## config.mk

```make
export PLATFORM = sky130hd
export DESIGN_NAME = tpg_gate_ctrl
export DESIGN_NICKNAME = d
export VERILOG_FILES = /design/src/logic/tpg_pkg.sv /design/src/logic/tpg_gate_ctrl.sv
export SDC_FILE = /design/constraint.sdc
export NUM_CORES = 1
export LEC_CHECK = 0
export ABC_AREA = 1
export BUFFER_PORTS_ARGS = -buffer_cell sky130_fd_sc_hd__buf_4
export CAP_MARGIN = 20
export CORE_ASPECT_RATIO = 1.25
export CORE_MARGIN = 5
export CORE_UTILIZATION = 45
export DETAILED_ROUTE_END_ITERATION = 10
export GPL_ROUTABILITY_DRIVEN = 0
export PLACE_DENSITY = 0.69
export SLEW_MARGIN = 20
export SYNTH_ARGS = -nofsm -noshare
export SYNTH_HDL_FRONTEND = slang
export SYNTH_SLANG_ARGS = --single-unit
```

## constraint.sdc

```tcl
create_clock -name hclk -period 4.3 [get_ports hclk]
set_input_delay 0.86 -clock hclk [delete_from_list [all_inputs] [get_ports hclk]]
set_output_delay 0.86 -clock hclk [all_outputs]
set_load 0.03 [all_outputs]
```

## src/logic/tpg_pkg.sv

```systemverilog
/*
 Package for the three-phase gate control block: register offsets, field
 positions, reset values, timing counts and the carrier structs.
 Assumes a 50 MHz hclk and an AHB-Lite master with 32-bit words.
*/
package tpg_pkg;
   // Register byte addresses
   localparam logic [7:0] ADDR_CTRL = 8'h00;
   localparam logic [7:0] ADDR_STATUS = 8'h04;
   localparam logic [7:0] ADDR_MASK = 8'h08;
   localparam logic [7:0] ADDR_STATE = 8'h0C;
   localparam logic [7:0] ADDR_DEADTIME = 8'h10;
   // Control register fields
   localparam int CTRL_GATE_EN = 0;
   localparam int CTRL_THREE_PWM = 1;
   localparam int CTRL_OC_SHUTDOWN = 2;
   localparam int CTRL_GAIN_HIGH = 3;
   localparam int CTRL_CAL = 4;
   localparam int CTRL_BUCK_EN = 5;
   localparam int CTRL_CLR_SHUT = 6;
   localparam logic [6:0] CTRL_RESET = 7'h00;
   // Status and mask fields: one bit per event
   localparam int EV_OC_A = 0;
   localparam int EV_OC_B = 1;
   localparam int EV_OC_C = 2;
   localparam int EV_OT = 3;
   localparam int EV_FAULT = 4;
   localparam int EV_PGOOD_LOST = 5;
   localparam int EV_WIDTH = 6;
   localparam logic [5:0] MASK_RESET = 6'h00;
   // Dead time: default printed figure in ns, counted in hclk cycles
   localparam int CLK_MHZ = 50;
   localparam int DEADTIME_NS = 100;
   localparam int DEADTIME_CYC = (DEADTIME_NS * CLK_MHZ + 999) / 1000;
   localparam int DT_WIDTH = 8;
   localparam logic [7:0] DT_RESET = DEADTIME_CYC[7:0];
   // Gain codes reported on the gain select output
   localparam logic GAIN_10 = 1'b0;
   localparam logic GAIN_40 = 1'b1;

   // One phase's pair of commands or gates
   typedef struct packed {
      logic high;
      logic low;
   } tpg_pair_type;

   typedef enum logic [1:0] {
      PH_OFF = 2'b00,
      PH_HIGH = 2'b01,
      PH_LOW = 2'b10,
      PH_DEAD = 2'b11
   } tpg_phase_type;

   // Per-phase state
   typedef struct packed {
      tpg_phase_type state;
      logic [7:0] dead_cnt;
      logic pending_high;
      logic shut;
      logic limited;
      tpg_pair_type gate;
   } tpg_chan_type;
endpackage

```

## src/logic/tpg_gate_ctrl.sv

```systemverilog
/*
 Three-phase half-bridge gate control logic with an AHB-Lite register slave.
 Assumes all pins synchronous to hclk, one AHB-Lite master, single word
 transfers, and external pull-ups on the open-drain indicators.
*/
// How it works
// - Select low: six phase inputs act as independent high and low commands.
// - Select high: low command is the complement of each phase's high input.
// - Over-current mode low: drive cut for the present PWM cycle only.
// - Over-current mode high: only the tripped channel shuts down.
// - Gate enable turns on gate outputs and amplifiers; buck enable separate.
// - Each phase takes a high-side and low-side command input.
// - Over-current and over-temperature drive an open-drain warning pin.
// - Faults drive a separate open-drain fault pin.
// - Gain select low gives 10V/V, high gives 40V/V.
// - Calibration shorts amplifier inputs and turns all loads off.
// - Dead time separates complementary high and low gate transitions.
// - Power-good pin pulls low on regulator faults or buck disabled.
// - Each phase has its own high and low gate output.
`timescale 1ns/1ns
module tpg_gate_ctrl #(
   parameter int NPH = 3,
   parameter logic [7:0] DT_DEFAULT = tpg_pkg::DT_RESET
) (
   input wire logic hclk,
   input wire logic hresetn,
   input wire logic hsel,
   input wire logic [31:0] haddr,
   input wire logic [1:0] htrans,
   input wire logic hwrite,
   input wire logic [2:0] hsize,
   input wire logic [31:0] hwdata,
   input wire logic hready,
   output logic [31:0] hrdata,
   output logic hreadyout,
   output logic hresp,
   input wire logic phase_a_high_cmd,
   input wire logic phase_a_low_cmd,
   input wire logic phase_b_high_cmd,
   input wire logic phase_b_low_cmd,
   input wire logic phase_c_high_cmd,
   input wire logic phase_c_low_cmd,
   input wire logic [2:0] overcurrent_detect,
   input wire logic overtemp_warn,
   input wire logic fault_detect,
   input wire logic regulator_low,
   output logic phase_a_high_gate,
   output logic phase_a_low_gate,
   output logic phase_b_high_gate,
   output logic phase_b_low_gate,
   output logic phase_c_high_gate,
   output logic phase_c_low_gate,
   output logic amp_enable,
   output logic amp_gain_sel,
   output logic amp_input_short,
   output logic buck_enable,
   output logic warn_indicator_n_o,
   output logic warn_indicator_n_oe,
   output logic fault_indicator_n_o,
   output logic fault_indicator_n_oe,
   output logic regulator_good_n_o,
   output logic regulator_good_n_oe,
   output logic irq
);

   // All state of the module in one struct
   typedef struct packed {
      tpg_pkg::tpg_chan_type [NPH-1:0] ch;
      tpg_pkg::tpg_pair_type [NPH-1:0] cmd_q;
      logic [6:0] ctrl;
      logic [tpg_pkg::EV_WIDTH-1:0] status;
      logic [tpg_pkg::EV_WIDTH-1:0] mask;
      logic [7:0] dt;
      logic dp_act;
      logic dp_write;
      logic [7:0] dp_addr;
      logic [31:0] rdata;
      logic warn;
      logic fault;
      logic pgood_low;
      logic irq;
      logic amp_en;
      logic gain;
      logic cal;
      logic buck;
   } tpg_state_type;

   tpg_state_type state_r;
   tpg_state_type state_nxt;
   tpg_pkg::tpg_pair_type [NPH-1:0] cmd_in;

   // Gather the phase inputs into one pair per phase
   always_comb begin
      cmd_in[0] = '{high: phase_a_high_cmd, low: phase_a_low_cmd};
      cmd_in[1] = '{high: phase_b_high_cmd, low: phase_b_low_cmd};
      cmd_in[2] = '{high: phase_c_high_cmd, low: phase_c_low_cmd};
   end

   // Next-state logic for the bus slave, events and each half-bridge
   always_comb begin
      logic addr_phase;
      logic rd_status;
      logic [tpg_pkg::EV_WIDTH-1:0] ev;
      logic gate_on;
      logic three_pwm;
      logic oc_shut;
      logic want_h;
      logic want_l;
      logic oc;
      addr_phase = 1'b0;
      rd_status = 1'b0;
      ev = '0;
      gate_on = 1'b0;
      three_pwm = 1'b0;
      oc_shut = 1'b0;
      want_h = 1'b0;
      want_l = 1'b0;
      oc = 1'b0;
      state_nxt = state_r;

      // Address phase: latch for the data phase, no wait states
      addr_phase = hsel && hready && htrans[1];
      state_nxt.dp_act = addr_phase;
      state_nxt.dp_write = addr_phase && hwrite;
      state_nxt.dp_addr = haddr[7:0];
      rd_status = addr_phase && !hwrite &&
                  haddr[7:0] == tpg_pkg::ADDR_STATUS;
      // Read data prepared here so it is registered for the data phase
      if (addr_phase && !hwrite) begin
         unique case (haddr[7:0])
            tpg_pkg::ADDR_CTRL: state_nxt.rdata = {25'h0, state_r.ctrl};
            tpg_pkg::ADDR_STATUS: state_nxt.rdata = {26'h0, state_r.status};
            tpg_pkg::ADDR_MASK: state_nxt.rdata = {26'h0, state_r.mask};
            tpg_pkg::ADDR_STATE: state_nxt.rdata = {26'h0,
               state_r.ch[2].gate, state_r.ch[1].gate, state_r.ch[0].gate};
            tpg_pkg::ADDR_DEADTIME: state_nxt.rdata = {24'h0, state_r.dt};
            default: state_nxt.rdata = 32'h0;
         endcase
      end
      // Clear-shutdown is a self-clearing strobe
      state_nxt.ctrl[tpg_pkg::CTRL_CLR_SHUT] = 1'b0;
      if (state_r.dp_act && state_r.dp_write) begin
         unique case (state_r.dp_addr)
            tpg_pkg::ADDR_CTRL: state_nxt.ctrl = hwdata[6:0];
            tpg_pkg::ADDR_MASK: state_nxt.mask = hwdata[5:0];
            tpg_pkg::ADDR_DEADTIME: state_nxt.dt = hwdata[7:0];
            default: ;
         endcase
      end

      gate_on = state_r.ctrl[tpg_pkg::CTRL_GATE_EN];
      three_pwm = state_r.ctrl[tpg_pkg::CTRL_THREE_PWM];
      oc_shut = state_r.ctrl[tpg_pkg::CTRL_OC_SHUTDOWN];
      state_nxt.amp_en = gate_on;
      state_nxt.buck = state_r.ctrl[tpg_pkg::CTRL_BUCK_EN];
      state_nxt.gain = state_r.ctrl[tpg_pkg::CTRL_GAIN_HIGH] ?
                       tpg_pkg::GAIN_40 : tpg_pkg::GAIN_10;
      state_nxt.cal = state_r.ctrl[tpg_pkg::CTRL_CAL];

      // Per-phase command path, protection and dead-time sequencer
      for (int i = 0; i < NPH; i++) begin
         state_nxt.cmd_q[i] = cmd_in[i];
         want_h = state_r.cmd_q[i].high;
         // Three-input mode derives the low side; else inputs are free
         want_l = three_pwm ? !state_r.cmd_q[i].high
                            : state_r.cmd_q[i].low;
         oc = overcurrent_detect[i];
         // Cycle-by-cycle: cut until the high command next rises
         if (!oc_shut && oc) begin
            state_nxt.ch[i].limited = 1'b1;
         end else if (cmd_in[i].high && !state_r.cmd_q[i].high) begin
            state_nxt.ch[i].limited = 1'b0;
         end
         // Shutdown mode latches only this channel off until cleared
         if (oc_shut && oc) begin
            state_nxt.ch[i].shut = 1'b1;
         end else if (state_r.ctrl[tpg_pkg::CTRL_CLR_SHUT] || !oc_shut) begin
            state_nxt.ch[i].shut = 1'b0;
         end
         // Conflicting commands resolve to both off
         if (want_h && want_l) begin
            want_h = 1'b0;
            want_l = 1'b0;
         end
         if (!gate_on || state_r.cal || state_r.ch[i].shut ||
             state_r.ch[i].limited || oc) begin
            want_h = 1'b0;
            want_l = 1'b0;
         end
         // Any change of conducting side passes through dead time
         unique case (state_r.ch[i].state)
            tpg_pkg::PH_OFF: begin
               if (want_h || want_l) begin
                  state_nxt.ch[i].state = tpg_pkg::PH_DEAD;
                  state_nxt.ch[i].pending_high = want_h;
                  state_nxt.ch[i].dead_cnt = state_r.dt;
               end
            end
            tpg_pkg::PH_HIGH: begin
               if (!want_h) begin
                  state_nxt.ch[i].state = tpg_pkg::PH_OFF;
               end
            end
            tpg_pkg::PH_LOW: begin
               if (!want_l) begin
                  state_nxt.ch[i].state = tpg_pkg::PH_OFF;
               end
            end
            tpg_pkg::PH_DEAD: begin
               if (!(want_h || want_l) ||
                   want_h != state_r.ch[i].pending_high) begin
                  state_nxt.ch[i].state = tpg_pkg::PH_OFF;
               end else if (state_r.ch[i].dead_cnt <= 8'h01) begin
                  state_nxt.ch[i].state = want_h ? tpg_pkg::PH_HIGH
                                                 : tpg_pkg::PH_LOW;
               end else begin
                  state_nxt.ch[i].dead_cnt = state_r.ch[i].dead_cnt - 8'h01;
               end
            end
         endcase
         // Gates come from the next state so they lag it by no cycle
         state_nxt.ch[i].gate.high =
            state_nxt.ch[i].state == tpg_pkg::PH_HIGH && want_h;
         state_nxt.ch[i].gate.low =
            state_nxt.ch[i].state == tpg_pkg::PH_LOW && want_l;
      end

      // Indicators and sticky events; set wins over read-clear
      state_nxt.warn = (|overcurrent_detect) || overtemp_warn;
      state_nxt.fault = fault_detect ||
                        (|{state_r.ch[2].shut, state_r.ch[1].shut,
                           state_r.ch[0].shut});
      state_nxt.pgood_low = regulator_low ||
                            !state_r.ctrl[tpg_pkg::CTRL_BUCK_EN];
      ev[tpg_pkg::EV_OC_A] = overcurrent_detect[0];
      ev[tpg_pkg::EV_OC_B] = overcurrent_detect[1];
      ev[tpg_pkg::EV_OC_C] = overcurrent_detect[2];
      ev[tpg_pkg::EV_OT] = overtemp_warn;
      ev[tpg_pkg::EV_FAULT] = fault_detect;
      ev[tpg_pkg::EV_PGOOD_LOST] = state_nxt.pgood_low && !state_r.pgood_low;
      state_nxt.status = (rd_status ? '0 : state_r.status) | ev;
      state_nxt.irq = |(state_nxt.status & state_nxt.mask);
   end

   // Single register stage for all state; reset holds every gate off
   always_ff @(posedge hclk or negedge hresetn) begin
      if (!hresetn) begin
         state_r <= '0;
         state_r.ctrl <= tpg_pkg::CTRL_RESET;
         state_r.mask <= tpg_pkg::MASK_RESET;
         state_r.dt <= DT_DEFAULT;
         state_r.pgood_low <= 1'b1;
      end else begin
         state_r <= state_nxt;
      end
   end

   // Outputs straight from the state register; bus ready and response are tied to constants
   assign hrdata = state_r.rdata;
   assign hreadyout = 1'b1;
   assign hresp = 1'b0;
   assign phase_a_high_gate = state_r.ch[0].gate.high;
   assign phase_a_low_gate = state_r.ch[0].gate.low;
   assign phase_b_high_gate = state_r.ch[1].gate.high;
   assign phase_b_low_gate = state_r.ch[1].gate.low;
   assign phase_c_high_gate = state_r.ch[2].gate.high;
   assign phase_c_low_gate = state_r.ch[2].gate.low;
   assign amp_enable = state_r.amp_en;
   assign amp_gain_sel = state_r.gain;
   assign amp_input_short = state_r.cal;
   assign buck_enable = state_r.buck;
   // Open drain: pin pulled low by driving 0 with enable low
   assign warn_indicator_n_o = 1'b0;
   assign warn_indicator_n_oe = !state_r.warn;
   assign fault_indicator_n_o = 1'b0;
   assign fault_indicator_n_oe = !state_r.fault;
   assign regulator_good_n_o = 1'b0;
   assign regulator_good_n_oe = !state_r.pgood_low;
   assign irq = state_r.irq;
endmodule

```

==> results.md <==
* Seq/Total Area, Yosys at 46.7%
* Grt peak-use layer: met2
* Vias in the first global route at 4,585
* Clock buffer depth at 2
* Clk pwr share at 45.6%
* Largest net degree at the start of global routing at 49
* Psw at 0.000505 W
* Mapped cell area at 5580 um^2
* M3 GR Usage at 2.87%
* Yosys top cell by area: dfrtp_1
* Total CTS buffers at 9
* Total gr overflow at 0
* Post-CTS Resized at 0
* Post-synth EDFFs at 0
* Initial antenna violation count at 0
* WP data required at 4.58 ns
* Layout cells sized above 1 at 14.8%
* Worst EP arrival at 2.32 ns
* Clk Latency, worst-skew pair at 0.35 ns
* Status: completed
* Initial core utilization at 45.9%
* Switching share of total power at 23.1%
* HPWL after detailed placement at 9750 um
* Worst setup path category: in2reg
* # diodes at 0
* CP endpoint kind: register
* Met1 global-route usage at 24.2%
* Hold WC Path Type: reg2reg
* Setup crit start kind: primary input
* First-pass GRT wire length at 21,700 um
* Setup Buffers After CTS at 0
* Vias at 4,727
* Site row count at 45
* Port bufs at 55
* CTS Sinks at 104
* Worst-path clk slew at 0.07 ns
* Hold Vio Cnt, Final at 0
* Synth top area share at 45.3%
* Final Util at 52.4%
* Most common cell after layout, fill and taps aside: nand2_1
* Skew final at 0.00657 ns
* Layout Area Growth over Synthesis at 14.3%
* Relative slew slack at 31.9%
* Hold_buf cts at 0
* Max Slew Vio Count at 0
* Synth Flop Type: dfrtp_1
* Int Pwr at 0.00168 W
* Clock period minus worst slack at 2.04 ns
* Ports at 137
* Power per cell area at 343 nW/um^2
* GRT Util Overall at 18.6%
* Peak VDD IR at 0.265 mV
* DRT iter0 DRCs at 283
* Most frequent cells in the layout: 183 x nand2_1, 101 x dfrtp_1, 88 x nand3_1
* Post-synthesis cell count at 722
* Routed Antenna Nets at 0
* Sequential Power Share at 46.4%
* # setup viols final at 0
* Nets@finish at 865
* Combinational power share at 8.0%
* CP max FO at 8
* Worst-Margin Slew at 1.01 ns
* Core footprint at 12,200 um^2
* DRC Markers at 0
* Yosys reg bits at 104
* Setup TNS at 0 ns
* Die Footprint at 14,700 um^2
* CTS root buffer: clkbuf_16
* Chip height at 135 um
* Drt total wl at 13,000 um
* Final period utilization at 47.5%
* Maximum clock frequency at 490 MHz
* Avg WL per Cell at 13.8 um
* Unrepaired setup endpoints after global routing: no
* Mean Syn Cell Area at 7.73 um^2
* Yosys warns at 0
* Drt via density at 5.02
* Async S/R FF share, synth at 100%
* Yosys cell types at 37
* CTS tree: done
* GRT met2 Usage at 30.7%
* H-tree levels at 3
* Max-Cap Viols at 0
* Static Leakage at 3.27 nW
* Die span in x at 110 um
* Synth top area cells: dfrtp_1 45%, nand2_1 12%, nand3_1 7.9%
* DR pass1 iterations at 5
## worst paths after layout
check / slack (ns) / depth (start not counted) / to / startpoint
setup / recovery: 2.26 / 8 / hrdata[0] / haddr[6]
hold / removal: 0.42 / 0 / amp_gain_sel / state_r[73]
setup reg to reg: 2.48 / 7 / phase_a_low_gate / state_r[96]
hold reg to reg: 0.42 / 0 / amp_gain_sel / state_r[73]
max in group asynchronous: 2.93 / 2 / state_r[44] / hresetn
min in group asynchronous: 0.51 / 1 / hrdata[4] / hresetn
## kinds of logic after synthesis
kind of cell               after synthesis  share of synthesized area (%)
other                                    2                          0.135
buffers and inverters                  137                           11.8
adders and majority gates                6                           1.34
xor gates and xnor gates                 7                           1.10
and+or+nand+nor                        385                           30.7
DFF                                    104                           46.7
AOI/OAI and AO/OA                       81                           8.16
## cells in the mapped netlist, types with 5 or more instances
master and instances:
inv_2 5, buf_4 37, nand4_1 11, o21ai_2 5, a21oi_1 8, nor2_1 71, nand2_2 8, dfrtp_1 101
nand2_4 5, inv_1 84, nand3_1 88, o22ai_1 5, o21ai_0 48, nand2_1 183, ha_1 6, o21ai_1 7
clkbuf_1 7
## registers in the layout (all words and copies together) (netlist names)
register / count
phase_b_low_gate: 1
hrdata: 8
phase_a_low_gate: 1
phase_c_high_gate: 1
buck_enable: 1
amp_gain_sel: 1
amp_enable: 1
phase_b_high_gate: 1
amp_input_short: 1
phase_c_low_gate: 1
state_r: 82
phase_a_high_gate: 1
state_nxt: 3
irq: 1
## layout make-up
type,count,area [um^2]
repair buffers,58,435
fillers,1156,5780
well taps,164,205
clock inverters,7,144
inverters,92,345
flip-flops and latches,104,2610
clock buffers,9,225
multi-input cells,508,2420
## stage by stage
step / worst slack [ns] / cells / hold WS, ns / cell area [um^2] / total power [W]
after floorplan: 2.40 / 749 / 0.374 / 5680 / 0.00116
after global placement: 1.97 / 926 / 0.397 / 6010 / 0.00121
after detailed placement: 1.94 / 926 / 0.404 / 6010 / 0.00121
after CTS: 2.31 / 942 / 0.422 / 6380 / 0.00221
after global routing: 2.14 / 942 / 0.442 / 6380 / 0.00227
final: 2.26 / 942 / 0.422 / 6380 / 0.00219
## critical path, cell delays in order
cell	delay [ns]
buf_4	0.11
inv_1	0.04
nand2_1	0.09
nor3_1	0.79
nand3_1	0.14
nand3_1	0.13
nor2_1	0.07
nor2_1	0.08
## per-layer routing
metal | vias to the layer above | routed length (um)
met5 | - | 0
met4 | 0 | 362
met3 | 26 | 604
met2 | 130 | 6470
met1 | 2228 | 5540
li1 | 2343 | -
## power groups by stage
stage	combinational (W)	sequential (W)	clock, W
after floorplan	0.000137	0.00103	0
after global placement	0.000175	0.00103	0
after detailed placement	0.000177	0.00103	0
after CTS	0.000177	0.00101	0.00102
after global routing	0.000193	0.00101	0.00106
final	0.000176	0.00101	0.000997
Note: power is estimated with default switching activity, not from simulation.
